===== src/sim_pkg.sv =====
// constants and types shared by the system integration unit
package sim_pkg;

    localparam int ADDR_W = 20;

    // register indices, byte address is four times the index
    localparam logic [15:0] IDX_STATUS_ONE   = 16'hfe04;
    localparam logic [15:0] IDX_STATUS_TWO   = 16'hfe05;
    localparam logic [15:0] IDX_STATUS_THREE = 16'hfe06;
    localparam logic [15:0] IDX_BRK_CTRL     = 16'hfe07;
    localparam logic [15:0] IDX_BRK_STATUS   = 16'hfe08;
    localparam logic [15:0] IDX_OPTIONS      = 16'hfe09;

    // field positions
    localparam int BRK_CLR_EN_BIT   = 7;
    localparam int STOPWAIT_STS_BIT = 1;
    localparam int SHORT_REC_BIT    = 7;
    localparam int WDOG_DIS_BIT     = 0;

    // reset values
    localparam logic [7:0] BRK_CTRL_RST   = 8'h00;
    localparam logic [7:0] BRK_STATUS_RST = 8'h00;
    localparam logic [7:0] OPTIONS_RST    = 8'h00;

    // timing counts in oscillator cycles
    localparam int CNT_W         = 13;
    localparam int RECOVER_LONG  = 4096;
    localparam int RECOVER_SHORT = 32;

    localparam logic [1:0] RESP_OKAY   = 2'h0;
    localparam logic [1:0] RESP_DECERR = 2'h3;

    typedef enum logic [1:0] {
        ST_RUN,
        ST_WAIT,
        ST_STOP,
        ST_RECOVER
    } lp_state_t;

endpackage


===== src/sim_counter.sv =====
// free-running prescale counter with synchronous clear
`timescale 1ns/10ps
`default_nettype none
module sim_counter
    import sim_pkg::*;
#(
    parameter int WIDTH = CNT_W
)
(
    input  wire logic             clk,
    input  wire logic             rst,
    input  wire logic             clear,
    output logic      [WIDTH-1:0] count,
    output logic                  overflow
);

    if (WIDTH < 12)
    begin : g_width_check
        $error("counter too narrow for recovery timing");
    end

    always_ff @(posedge clk)
    begin
        if (rst || clear)
        begin
            count <= '0;
        end
        else
        begin
            count <= count + 1'b1;
        end
    end

    always_ff @(posedge clk)
    begin
        if (rst || clear)
        begin
            overflow <= 1'b0;
        end
        else
        begin
            overflow <= &count;
        end
    end

endmodule
`default_nettype wire


===== src/system_integration_unit.sv =====
// interrupt status, break guard and low-power control
//
// Our own choice: the AXI4-Lite interface to the registers.
`timescale 1ns/10ps
`default_nettype none
module system_integration_unit
    import sim_pkg::*;
(
    input  wire logic              clk,
    input  wire logic              rst,
    // axi4-lite slave
    input  wire logic [ADDR_W-1:0] s_axi_awaddr,
    input  wire logic              s_axi_awvalid,
    output logic                   s_axi_awready,
    input  wire logic [31:0]       s_axi_wdata,
    input  wire logic [3:0]        s_axi_wstrb,
    input  wire logic              s_axi_wvalid,
    output logic                   s_axi_wready,
    output logic [1:0]             s_axi_bresp,
    output logic                   s_axi_bvalid,
    input  wire logic              s_axi_bready,
    input  wire logic [ADDR_W-1:0] s_axi_araddr,
    input  wire logic              s_axi_arvalid,
    output logic                   s_axi_arready,
    output logic [31:0]            s_axi_rdata,
    output logic [1:0]             s_axi_rresp,
    output logic                   s_axi_rvalid,
    input  wire logic              s_axi_rready,
    // sources, bit 0 is source one
    input  wire logic [15:0]       srcReq,
    input  wire logic [3:0]        resetSrc,
    input  wire logic              breakReq,
    input  wire logic              breakDone,
    input  wire logic              waitExec,
    input  wire logic              stopExec,
    // to cpu, clock generator, peripherals
    output logic                   resetOut,
    output logic                   forceSoftIrqVector,
    output logic                   breakMode,
    output logic                   flagClearEnable,
    output logic                   clearIntMask,
    output logic                   cpuClkEn,
    output logic                   periphClkEn,
    output logic                   oscClkEn,
    output logic                   lowpowerExit,
    output logic                   stackStart,
    output logic                   watchdogEnable,
    output logic                   watchdogTick
);

    localparam int ST_BOUND = RECOVER_SHORT;

    lp_state_t        state_q;
    lp_state_t        state_d;
    logic [7:0]       brkCtrl_q;
    logic [7:0]       options_q;
    logic             stopWaitSts_q;
    logic [CNT_W-1:0] count;
    logic             cntOverflow;
    logic             cntClear;
    logic             recoverDone;
    logic             anyReset;
    logic             irqPending;
    logic             awHeld_q;
    logic             wHeld_q;
    logic [15:0]      awIdx_q;
    logic [31:0]      wData_q;
    logic [3:0]       wStrb_q;
    logic             doWrite;
    logic [15:0]      wrIdx;
    logic [31:0]      wrData;
    logic [3:0]       wrStrb;
    logic             stopWaitClear;

    function automatic logic [15:0] word_index(input logic [ADDR_W-1:0] a);
        word_index = a[17:2];
    endfunction

    function automatic logic [7:0] status_byte(input logic [15:0] idx,
                                               input logic [15:0] req);
        case (idx)
            IDX_STATUS_ONE:   status_byte = {req[5:0], 2'h0};
            IDX_STATUS_TWO:   status_byte = req[13:6];
            IDX_STATUS_THREE: status_byte = {6'h00, req[15:14]};
            default:          status_byte = 8'h00;
        endcase
    endfunction

    function automatic logic is_mapped(input logic [15:0] idx);
        is_mapped = (idx >= IDX_STATUS_ONE) && (idx <= IDX_OPTIONS);
    endfunction

    assign anyReset   = |resetSrc;
    assign irqPending = |srcReq;

    // write channel capture
    assign s_axi_awready = !awHeld_q && !s_axi_bvalid;
    assign s_axi_wready  = !wHeld_q && !s_axi_bvalid;
    assign wrIdx   = awHeld_q ? awIdx_q : word_index(s_axi_awaddr);
    assign wrData  = wHeld_q ? wData_q : s_axi_wdata;
    assign wrStrb  = wHeld_q ? wStrb_q : s_axi_wstrb;
    assign doWrite = (awHeld_q || (s_axi_awvalid && s_axi_awready))
                  && (wHeld_q || (s_axi_wvalid && s_axi_wready));

    always_ff @(posedge clk)
    begin
        if (rst || doWrite)
        begin
            awHeld_q <= 1'b0;
            awIdx_q  <= 16'h0000;
        end
        else if (s_axi_awvalid && s_axi_awready)
        begin
            awHeld_q <= 1'b1;
            awIdx_q  <= word_index(s_axi_awaddr);
        end
    end

    always_ff @(posedge clk)
    begin
        if (rst || doWrite)
        begin
            wHeld_q <= 1'b0;
            wData_q <= 32'h0000_0000;
            wStrb_q <= 4'h0;
        end
        else if (s_axi_wvalid && s_axi_wready)
        begin
            wHeld_q <= 1'b1;
            wData_q <= s_axi_wdata;
            wStrb_q <= s_axi_wstrb;
        end
    end

    always_ff @(posedge clk)
    begin
        if (rst)
        begin
            s_axi_bvalid <= 1'b0;
            s_axi_bresp  <= RESP_OKAY;
        end
        else if (doWrite)
        begin
            s_axi_bvalid <= 1'b1;
            s_axi_bresp  <= is_mapped(wrIdx) ? RESP_OKAY : RESP_DECERR;
        end
        else if (s_axi_bready)
        begin
            s_axi_bvalid <= 1'b0;
        end
    end

    // writable registers; status registers one to three ignore writes
    always_ff @(posedge clk)
    begin
        if (rst)
        begin
            brkCtrl_q <= BRK_CTRL_RST;
            options_q <= OPTIONS_RST;
        end
        else if (doWrite && wrStrb[0])
        begin
            if (wrIdx == IDX_BRK_CTRL)
            begin
                brkCtrl_q <= wrData[7:0];
            end
            if (wrIdx == IDX_OPTIONS)
            begin
                options_q <= wrData[7:0];
            end
        end
    end

    assign stopWaitClear = doWrite && wrStrb[0]
                        && (wrIdx == IDX_BRK_STATUS)
                        && !wrData[STOPWAIT_STS_BIT];

    // stop/wait break status, set wins over clear
    always_ff @(posedge clk)
    begin
        if (rst)
        begin
            stopWaitSts_q <= BRK_STATUS_RST[STOPWAIT_STS_BIT];
        end
        else if (breakReq && (state_q == ST_WAIT || state_q == ST_STOP))
        begin
            stopWaitSts_q <= 1'b1;
        end
        else if (stopWaitClear)
        begin
            stopWaitSts_q <= 1'b0;
        end
    end

    // read channel
    assign s_axi_arready = !s_axi_rvalid;

    always_ff @(posedge clk)
    begin
        if (rst)
        begin
            s_axi_rvalid <= 1'b0;
            s_axi_rdata  <= 32'h0000_0000;
            s_axi_rresp  <= RESP_OKAY;
        end
        else if (s_axi_arvalid && s_axi_arready)
        begin
            s_axi_rvalid <= 1'b1;
            s_axi_rresp  <= is_mapped(word_index(s_axi_araddr))
                            ? RESP_OKAY : RESP_DECERR;
            case (word_index(s_axi_araddr))
                IDX_BRK_CTRL:
                    s_axi_rdata <= {24'h000000, brkCtrl_q};
                IDX_BRK_STATUS:
                    s_axi_rdata <= {30'h0, stopWaitSts_q, 1'b0};
                IDX_OPTIONS:
                    s_axi_rdata <= {24'h000000, options_q};
                default:
                    s_axi_rdata <= {24'h000000,
                        status_byte(word_index(s_axi_araddr), srcReq)};
            endcase
        end
        else if (s_axi_rready)
        begin
            s_axi_rvalid <= 1'b0;
        end
    end

    // break handling
    always_ff @(posedge clk)
    begin
        if (rst || anyReset)
        begin
            breakMode      <= 1'b0;
            forceSoftIrqVector <= 1'b0;
        end
        else
        begin
            forceSoftIrqVector <= breakReq;
            if (breakReq)
            begin
                breakMode <= 1'b1;
            end
            else if (breakDone)
            begin
                breakMode <= 1'b0;
            end
        end
    end

    // peripherals gate every clear step with this level
    assign flagClearEnable = !breakMode
                          || brkCtrl_q[BRK_CLR_EN_BIT];

    // low-power sequencing
    sim_counter #(
        .WIDTH (CNT_W)
    ) sim_counter_inst (
        .clk      (clk),
        .rst      (rst),
        .clear    (cntClear),
        .count    (count),
        .overflow (cntOverflow)
    );

    assign cntClear = (state_q == ST_STOP)
                   || (state_q == ST_RUN && stopExec);
    assign recoverDone = options_q[SHORT_REC_BIT]
        ? (count == CNT_W'(RECOVER_SHORT - 1))
        : (count == CNT_W'(RECOVER_LONG - 1));

    always_comb
    begin
        state_d = state_q;
        case (state_q)
            ST_RUN:
                if (!anyReset && stopExec)
                begin
                    state_d = ST_STOP;
                end
                else if (!anyReset && waitExec)
                begin
                    state_d = ST_WAIT;
                end
            ST_WAIT:
                if (anyReset || breakReq || irqPending)
                begin
                    state_d = ST_RUN;
                end
            ST_STOP:
                if (anyReset)
                begin
                    state_d = ST_RUN;
                end
                else if (breakReq || irqPending)
                begin
                    state_d = ST_RECOVER;
                end
            ST_RECOVER:
                if (anyReset || recoverDone)
                begin
                    state_d = ST_RUN;
                end
            default:
                state_d = ST_RUN;
        endcase
    end

    always_ff @(posedge clk)
    begin
        if (rst)
        begin
            state_q <= ST_RUN;
        end
        else
        begin
            state_q <= state_d;
        end
    end

    always_ff @(posedge clk)
    begin
        if (rst)
        begin
            clearIntMask <= 1'b0;
            lowpowerExit <= 1'b0;
            stackStart   <= 1'b0;
            resetOut     <= 1'b0;
        end
        else
        begin
            resetOut     <= anyReset;
            clearIntMask <= (state_q == ST_RUN) && !anyReset
                         && (waitExec || stopExec);
            lowpowerExit <= (state_q != ST_RUN) && (state_d == ST_RUN);
            stackStart   <= !anyReset && state_d == ST_RUN
                         && ((state_q == ST_WAIT && irqPending)
                          || (state_q == ST_RECOVER));
        end
    end

    assign cpuClkEn    = (state_q == ST_RUN);
    assign periphClkEn = (state_q == ST_RUN) || (state_q == ST_WAIT);
    assign oscClkEn    = (state_q != ST_STOP);

    assign watchdogEnable = !options_q[WDOG_DIS_BIT];
    assign watchdogTick   = cntOverflow && watchdogEnable
                         && (state_q == ST_RUN || state_q == ST_WAIT);
endmodule
`default_nettype wire

===== config.mk =====
export PLATFORM = sky130hd
export DESIGN_NAME = system_integration_unit
export DESIGN_NICKNAME = d
export VERILOG_FILES = /design/src/sim_pkg.sv /design/src/sim_counter.sv /design/src/system_integration_unit.sv
export SDC_FILE = /design/constraint.sdc
export NUM_CORES = 1
export LEC_CHECK = 0
export ABC_AREA = 1
export BUFFER_PORTS_ARGS = -buffer_cell sky130_fd_sc_hd__clkbuf_2
export CAP_MARGIN = 20
export CORE_MARGIN = 2
export CORE_UTILIZATION = 42
export CTS_CLUSTER_DIAMETER = 200
export CTS_CLUSTER_SIZE = 24
export DETAILED_ROUTE_END_ITERATION = 16
export PLACE_DENSITY_LB_ADDON = 0.3
export SYNTH_ARGS = -nofsm -noshare
export SYNTH_HDL_FRONTEND = slang
export SYNTH_SLANG_ARGS = --single-unit

===== constraint.sdc =====
create_clock -name clk -period 1.7 [get_ports clk]
set_clock_uncertainty 0.1 [all_clocks]
set_input_delay 0.34 -clock clk [delete_from_list [all_inputs] [get_ports clk]]
set_output_delay 0.34 -clock clk [all_outputs]
set_load 0.02 [all_outputs]

==> flow_metrics.env, run 1 <==
export IMPL_layout_commonest_cell="nand2_1"
export IMPL_fin_nets=888
export IMPL_grt_busiest_layer="met2"
export IMPL_final_cell_mix="156 x nand2_1, 95 x clkbuf_2, 90 x nor2_1"
export IMPL_die_w_um=104
export IMPL_postRouteAntennaNets=0
export IMPL_powerDensity_nw_per_um2=869
export IMPL_min_path_cells=3
export IMPL_reg2reg_slack_ns=-0.004
export IMPL_antennaDiodeCount=0
export IMPL_clockRootBuffer="clkbuf_8"
export IMPL_clock_path_buffers=2
export IMPL_fmax_mhz=587
export IMPL_drive_gt1_frac=0.271
export IMPL_drtPass1Iterations=4
export IMPL_syn_avg_cell_area_um2=6.52
export IMPL_crit_fanout=7
export IMPL_violations="setup timing"
export IMPL_hold_viol=0
export IMPL_drv_cap=0
export IMPL_ys_warn_count=0
export IMPL_viasPerCell=4.78
export IMPL_setup_worst_path_class="reg2reg"
export IMPL_met1_usage=0.249
export IMPL_slowest_stage="dfxtp_4"
export IMPL_final_min_period_over_clock_period=1.00
export IMPL_status="finished with violations"
export IMPL_design_area_um2=5450
export IMPL_rsz0062_at_grt="true"
export IMPL_pre_cts_ws_ns=-0.107
export IMPL_critPathCapture="brkCtrl_q[7]"
export IMPL_synth_seq_cells=78
export IMPL_path_clk_slew_ns=0.08
export IMPL_die_area_um2=10800
export IMPL_r2r_start="awHeld_q"
export IMPL_area_delta_synth_final_pct=30.0
export IMPL_antenna_found_initial=0
export IMPL_grt_overflow=0
export IMPL_regArea_um2=1580
export IMPL_drt_iter0_markers=123
export IMPL_wl_per_cell_um=11.8
export IMPL_drcViolationCount=0
export IMPL_path_delay_family="simple AND/OR/NAND/NOR gates"
export IMPL_synth_cell_types=36
export IMPL_grt_pass1_vias=4142
export IMPL_rr_worst_depth=10
export IMPL_final_util=0.560
export IMPL_grt_pass1_wl_um=18100
export IMPL_drt_total_wl_um=10800
export IMPL_place_congestion=0.922
export IMPL_io_pins=160
export IMPL_coreArea_um2=9730
export IMPL_critPathLaunch="awHeld_q"
export IMPL_power_leakage_nw=2.54
export IMPL_crit_cells=10
export IMPL_fin_crit_ns=1.70
export IMPL_synth_flop_cell="dfxtp_1"
export IMPL_critPathArrivalTime_ns=1.85
export IMPL_die_h_um=104
export IMPL_placed_cell_area_um2=4920
export IMPL_cts_made_buffers=9
export IMPL_cts_hold_buf=0
export IMPL_grt_usage=0.200
export IMPL_clk_latency_ns=0.35
export IMPL_htreeDepth=3
export IMPL_setup_viol_count_final=1
export IMPL_met2_usage=0.347
export IMPL_cts_tree="built"
export IMPL_cp_start_kind="flop"
export IMPL_dp_hpwl_um=8180
export IMPL_setup_ws_ns=-0.00357
export IMPL_gr_usage_met3=0.0470
export IMPL_r2r_end="brkCtrl_q[7]"
export IMPL_min_path_type="in2reg"
export IMPL_crit_buf_inv=3
export IMPL_synth_edf_count=0
export IMPL_cts_sinks=78
export IMPL_seq_area_frac_synth=0.373
export IMPL_multi_input_area_um2=2310
export IMPL_peakVddDrop_mv=0.787
export IMPL_crit_path_max_incr_delay_ns=0.38
export IMPL_path_cells="buf_4, nand2_1, nand2_2, inv_1, nor3_4, nand2_4, nor2_8, inv_4, o21ai_1, nor2_1"
export IMPL_port_buffers=100
export IMPL_cp_end_kind="flop"
export IMPL_syn_inst=643
export IMPL_vias=4372
export IMPL_fillers=936
export IMPL_maxSlewViolCount=0
export IMPL_async_reset_ff_frac=0
export IMPL_start_util=0.431
export IMPL_grt_max_degree=27
export IMPL_required_ns=1.85
export IMPL_syn_cell_area_um2=4190
export IMPL_num_rows=36
==> area by class of cell <==
| type | instances | share of cell area |
|---|---|---|
| Clock buffer | 10 | 0.0253 |
| Inverter | 80 | 0.0592 |
| Multi-Input combinational cell | 470 | 0.424 |
| Timing Repair inverter | 1 | 0.000918 |
| Clock inverter | 6 | 0.0200 |
| Tap cell | 133 | 0.0305 |
| Timing Repair Buffer | 136 | 0.151 |
| Sequential cell | 78 | 0.289 |
==> sequential cells by signal (all words and copies together), names as in the netlist, 2 cells and up <==
signal / cells
awIdx_q: 16
wData_q: 8
sim_counter_inst.count: 13
s_axi_rdata: 8
state_q: 2
options_q: 8
brkCtrl_q: 8
==> per-stage QoR <==
stage	TNS, ns	cells	total power [mW]	hold slack, ns
floorplan	0	666	2.68	0.318
global placement	-0.316	889	2.95	0.345
detailed placement	-1.07	889	2.98	0.351
CTS	-0.0412	911	4.71	0.113
global route	-1.18	914	4.98	0.117
finish	-0.00357	914	4.73	0.128
==> repair_timing <==
action,in CTS,in global routing
setup endpoints to repair,23,58
cloned,2,0
gates resized for setup,39,34
pin swaps,13,8
setup buffers,4,3
==> worst min path at each step <==
stage / from / end / slack, ns
6_report: s_axi_awaddr[11] / awIdx_q[9] / 0.13
5_1_grt: s_axi_wdata[4] / wData_q[4] / 0.12
2_1_floorplan: sim_counter_inst.count[0] / sim_counter_inst.count[0] / 0.32
3_5_place_dp: wData_q[1] / wData_q[1] / 0.35
3_3_place_gp: sim_counter_inst.count[4] / sim_counter_inst.count[4] / 0.34
4_1_cts: s_axi_awaddr[11] / awIdx_q[9] / 0.11
==> report_power, final <==
| group | leakage (nW) | total (mW) | switching [mW] | internal [mW] |
|---|---|---|---|---|
| clock | 0.126 | 1.70 | 0.682 | 1.01 |
| sequential | 0.638 | 2.01 | 0.0735 | 1.93 |
| combinational | 1.77 | 1.03 | 0.656 | 0.376 |
| total | 2.54 | 4.73 | 1.41 | 3.32 |
==> logic make-up (layout without fill, tap and decap cells) <==
logic type               after synthesis  after routing  share of synthesized area
AO/OA/AOI/OAI                        104            104                      0.133
adder cells (fa/ha/maj)                5              5                     0.0149
buffers and inverters                119            233                      0.135
flip-flops                            78             78                      0.373
multiplexers                           1              1                    0.00239
other                                  1             24                   0.000895
AND/OR/NAND/NOR                      335            336                      0.341
==> metal layers <==
layer	routed length, um	up-vias
li1	-	2285
met2	5350	119
met3	519	14
met5	0	-
met4	108	0
met1	4820	1954
==> worst min-delay path, delay by kind of cell <==
kind	cells	cell delay, ns
buffers and inverters	1	0.09
AOI/OAI and AO/OA	1	0.05
and+or+nand+nor	1	0.06
==> cells in the mapped netlist, types with 2 or more instances <==
cell type	number	area [um2]
o21ai_1	14	70.1
clkbuf_1	7	26.3
dfxtp_1	78	1560
buf_4	27	203
inv_2	4	15.0
a31oi_1	6	37.5
nand4_1	15	93.8
ha_1	5	62.6
nand3b_1	2	15.0
buf_2	4	20.0
nor2_2	6	37.5
nand2_2	2	12.5
o21ai_2	4	35.0
nor4_1	2	12.5
nor3_1	17	85.1
o21ai_0	29	145
o22ai_1	6	37.5
a21oi_1	42	210
inv_1	74	278
nor2_1	97	364
nand3_1	30	150
nand2_1	158	593
No activity file was read; power rests on OpenSTA's default activity.
==> inputs of run 2 (changes only) <==
--- a/config.mk
+++ b/config.mk
@@ -9,7 +9,7 @@
 export BUFFER_PORTS_ARGS = -buffer_cell sky130_fd_sc_hd__clkbuf_2
 export CAP_MARGIN = 20
 export CORE_MARGIN = 2
-export CORE_UTILIZATION = 42
+export CORE_UTILIZATION = 45
 export CTS_CLUSTER_DIAMETER = 200
 export CTS_CLUSTER_SIZE = 24
 export DETAILED_ROUTE_END_ITERATION = 16
==> run 2 against run 1 <==
  * The flow now finishes without violations
  * Critical path depth decreased by 5
  * Register-to-register slack gained 0.03 ns
  * Cell count fell by 2.4%
  * Critical path type is now reg2out
  * Core utilization increased by 3.6 points
==> flow_metrics.env, run 2 (same netlist as run 1, synthesis figures left out) <==
export IMPL_grt_pass1_vias=3977
export IMPL_fin_crit_ns=1.69
export IMPL_wl_per_cell_um=12.1
export IMPL_port_buffers=100
export IMPL_placed_cell_area_um2=4900
export IMPL_powerDensity_nw_per_um2=899
export IMPL_antenna_found_initial=0
export IMPL_place_congestion=0.951
export IMPL_reg2reg_slack_ns=0.03
export IMPL_drv_cap=0
export IMPL_setup_worst_path_class="reg2out"
export IMPL_die_w_um=100
export IMPL_min_path_type="in2reg"
export IMPL_start_util=0.458
export IMPL_drcViolationCount=0
export IMPL_antennaDiodeCount=0
export IMPL_r2r_start="awHeld_q"
export IMPL_fmax_mhz=592
export IMPL_r2r_end="options_q[0]"
export IMPL_grt_pass1_wl_um=17400
export IMPL_final_min_period_over_clock_period=0.994
export IMPL_power_leakage_nw=2.53
export IMPL_power_mw=4.90
export IMPL_clock_path_buffers=2
export IMPL_final_util=0.596
export IMPL_top_register="awIdx_q"
export IMPL_peakVddDrop_mv=0.603
export IMPL_drtPass1Iterations=4
export IMPL_die_area_um2=10100
export IMPL_area_delta_synth_final_pct=30.2
export IMPL_io_pins=160
export IMPL_min_path_cells=3
export IMPL_largest_reg_flops=16
export IMPL_hold_path_endpoint="awIdx_q[7]"
export IMPL_reg_top3="awIdx_q x16, sim_counter_inst.count x13"
export IMPL_die_h_um=100
export IMPL_viasPerCell=4.93
export IMPL_design_area_um2=5450
export IMPL_min_from="s_axi_awaddr[9]"
export IMPL_num_rows=35
export IMPL_critPathArrivalTime_ns=1.25
export IMPL_clockRootBuffer="clkbuf_8"
export IMPL_pre_cts_ws_ns=-0.0504
export IMPL_layout_commonest_cell="nand2_1"
export IMPL_setup_viol_count_final=0
export IMPL_cts_tree="built"
export IMPL_setup_tns_ns=0
export IMPL_cts_sinks=78
export IMPL_postRouteAntennaNets=0
export IMPL_rr_worst_depth=11
export IMPL_fin_nets=888
export IMPL_drt_iter0_markers=120
export IMPL_cp_end_kind="primary output"
export IMPL_drive_gt1_frac=0.279
export IMPL_grt_overflow=0
export IMPL_hold_viol=0
export IMPL_crit_fanout=4
export IMPL_grt_max_degree=27
export IMPL_dp_hpwl_um=7940
export IMPL_vias=4402
export IMPL_cp_start_kind="flop"
export IMPL_maxSlewViolCount=0
export IMPL_required_ns=1.26
export IMPL_rsz0062_at_grt="true"
export IMPL_path_clk_slew_ns=0.08
export IMPL_setup_ws_ns=0.0110
export IMPL_cts_made_buffers=9
export IMPL_status="finished clean"
export IMPL_final_cell_mix="154 x nand2_1, 95 x clkbuf_2, 92 x nor2_1"
export IMPL_htreeDepth=3
export IMPL_clk_latency_ns=0.34
export IMPL_drt_total_wl_um=10800
export IMPL_grt_usage=0.210
export IMPL_coreArea_um2=9150
-- run 2: cell type report --
type,count,area (um2)
fillers,830,3700
multi-input cells,470,2330
flip-flops and latches,78,1580
repair buffers,136,810
inverters,80,318
well taps,111,139
clock buffers,10,138
clock inverters,6,133
repair inverters,1,5.00
-- run 2: worst max path at each step --
stage	slack (ns)	cells after the start	endpoint	startpoint
2_1_floorplan	0.007	10	brkCtrl_q[5]	s_axi_bvalid
3_3_place_gp	-0.01	11	stackStart	sim_counter_inst.count[0]
3_5_place_dp	-0.05	9	options_q[0]	awHeld_q
4_1_cts	-0.04	5	watchdogTick	state_q[1]
5_1_grt	-0.07	13	options_q[1]	awHeld_q
6_report	0.01	5	s_axi_awready	awHeld_q
-- run 2: metal layers --
layer,up-vias,part of all wire,GRT usage
met5,-,0,0
met4,0,0.011,0.0558
met3,15,0.050,0.0291
met2,133,0.49,0.362
met1,1970,0.45,0.275
li1,2284,-,-
-- run 2: timing repair --
item | CTS | global route
setup buffers | 1 | 5
endpoints found under the setup margin | 22 | 53
hold buffers | 0 | 0
pin swaps | 3 | 15
gates cloned | 0 | 2
gates resized for setup | 23 | 54
-- run 2: worst max-delay path, stage by stage, from the launching register on --
cell and delay (ns):
dfxtp_4 0.38, buf_6 0.12, nor2_4 0.04, buf_4 0.13, buf_4 0.12, buf_6 0.12
-- run 2: power by group --
part	switching (mW)	internal [mW]	total, mW
clock network	0.689	1.16	1.85
registers	0.0800	1.93	2.01
logic	0.651	0.390	1.04
total	1.42	3.48	4.90
-- run 2: through the flow --
step	cells	hold WS, ns
after floorplan	666	0.318
after global routing	892	0.131
after detailed placement	868	0.353
after global placement	868	0.346
final	892	0.145
after CTS	885	0.130
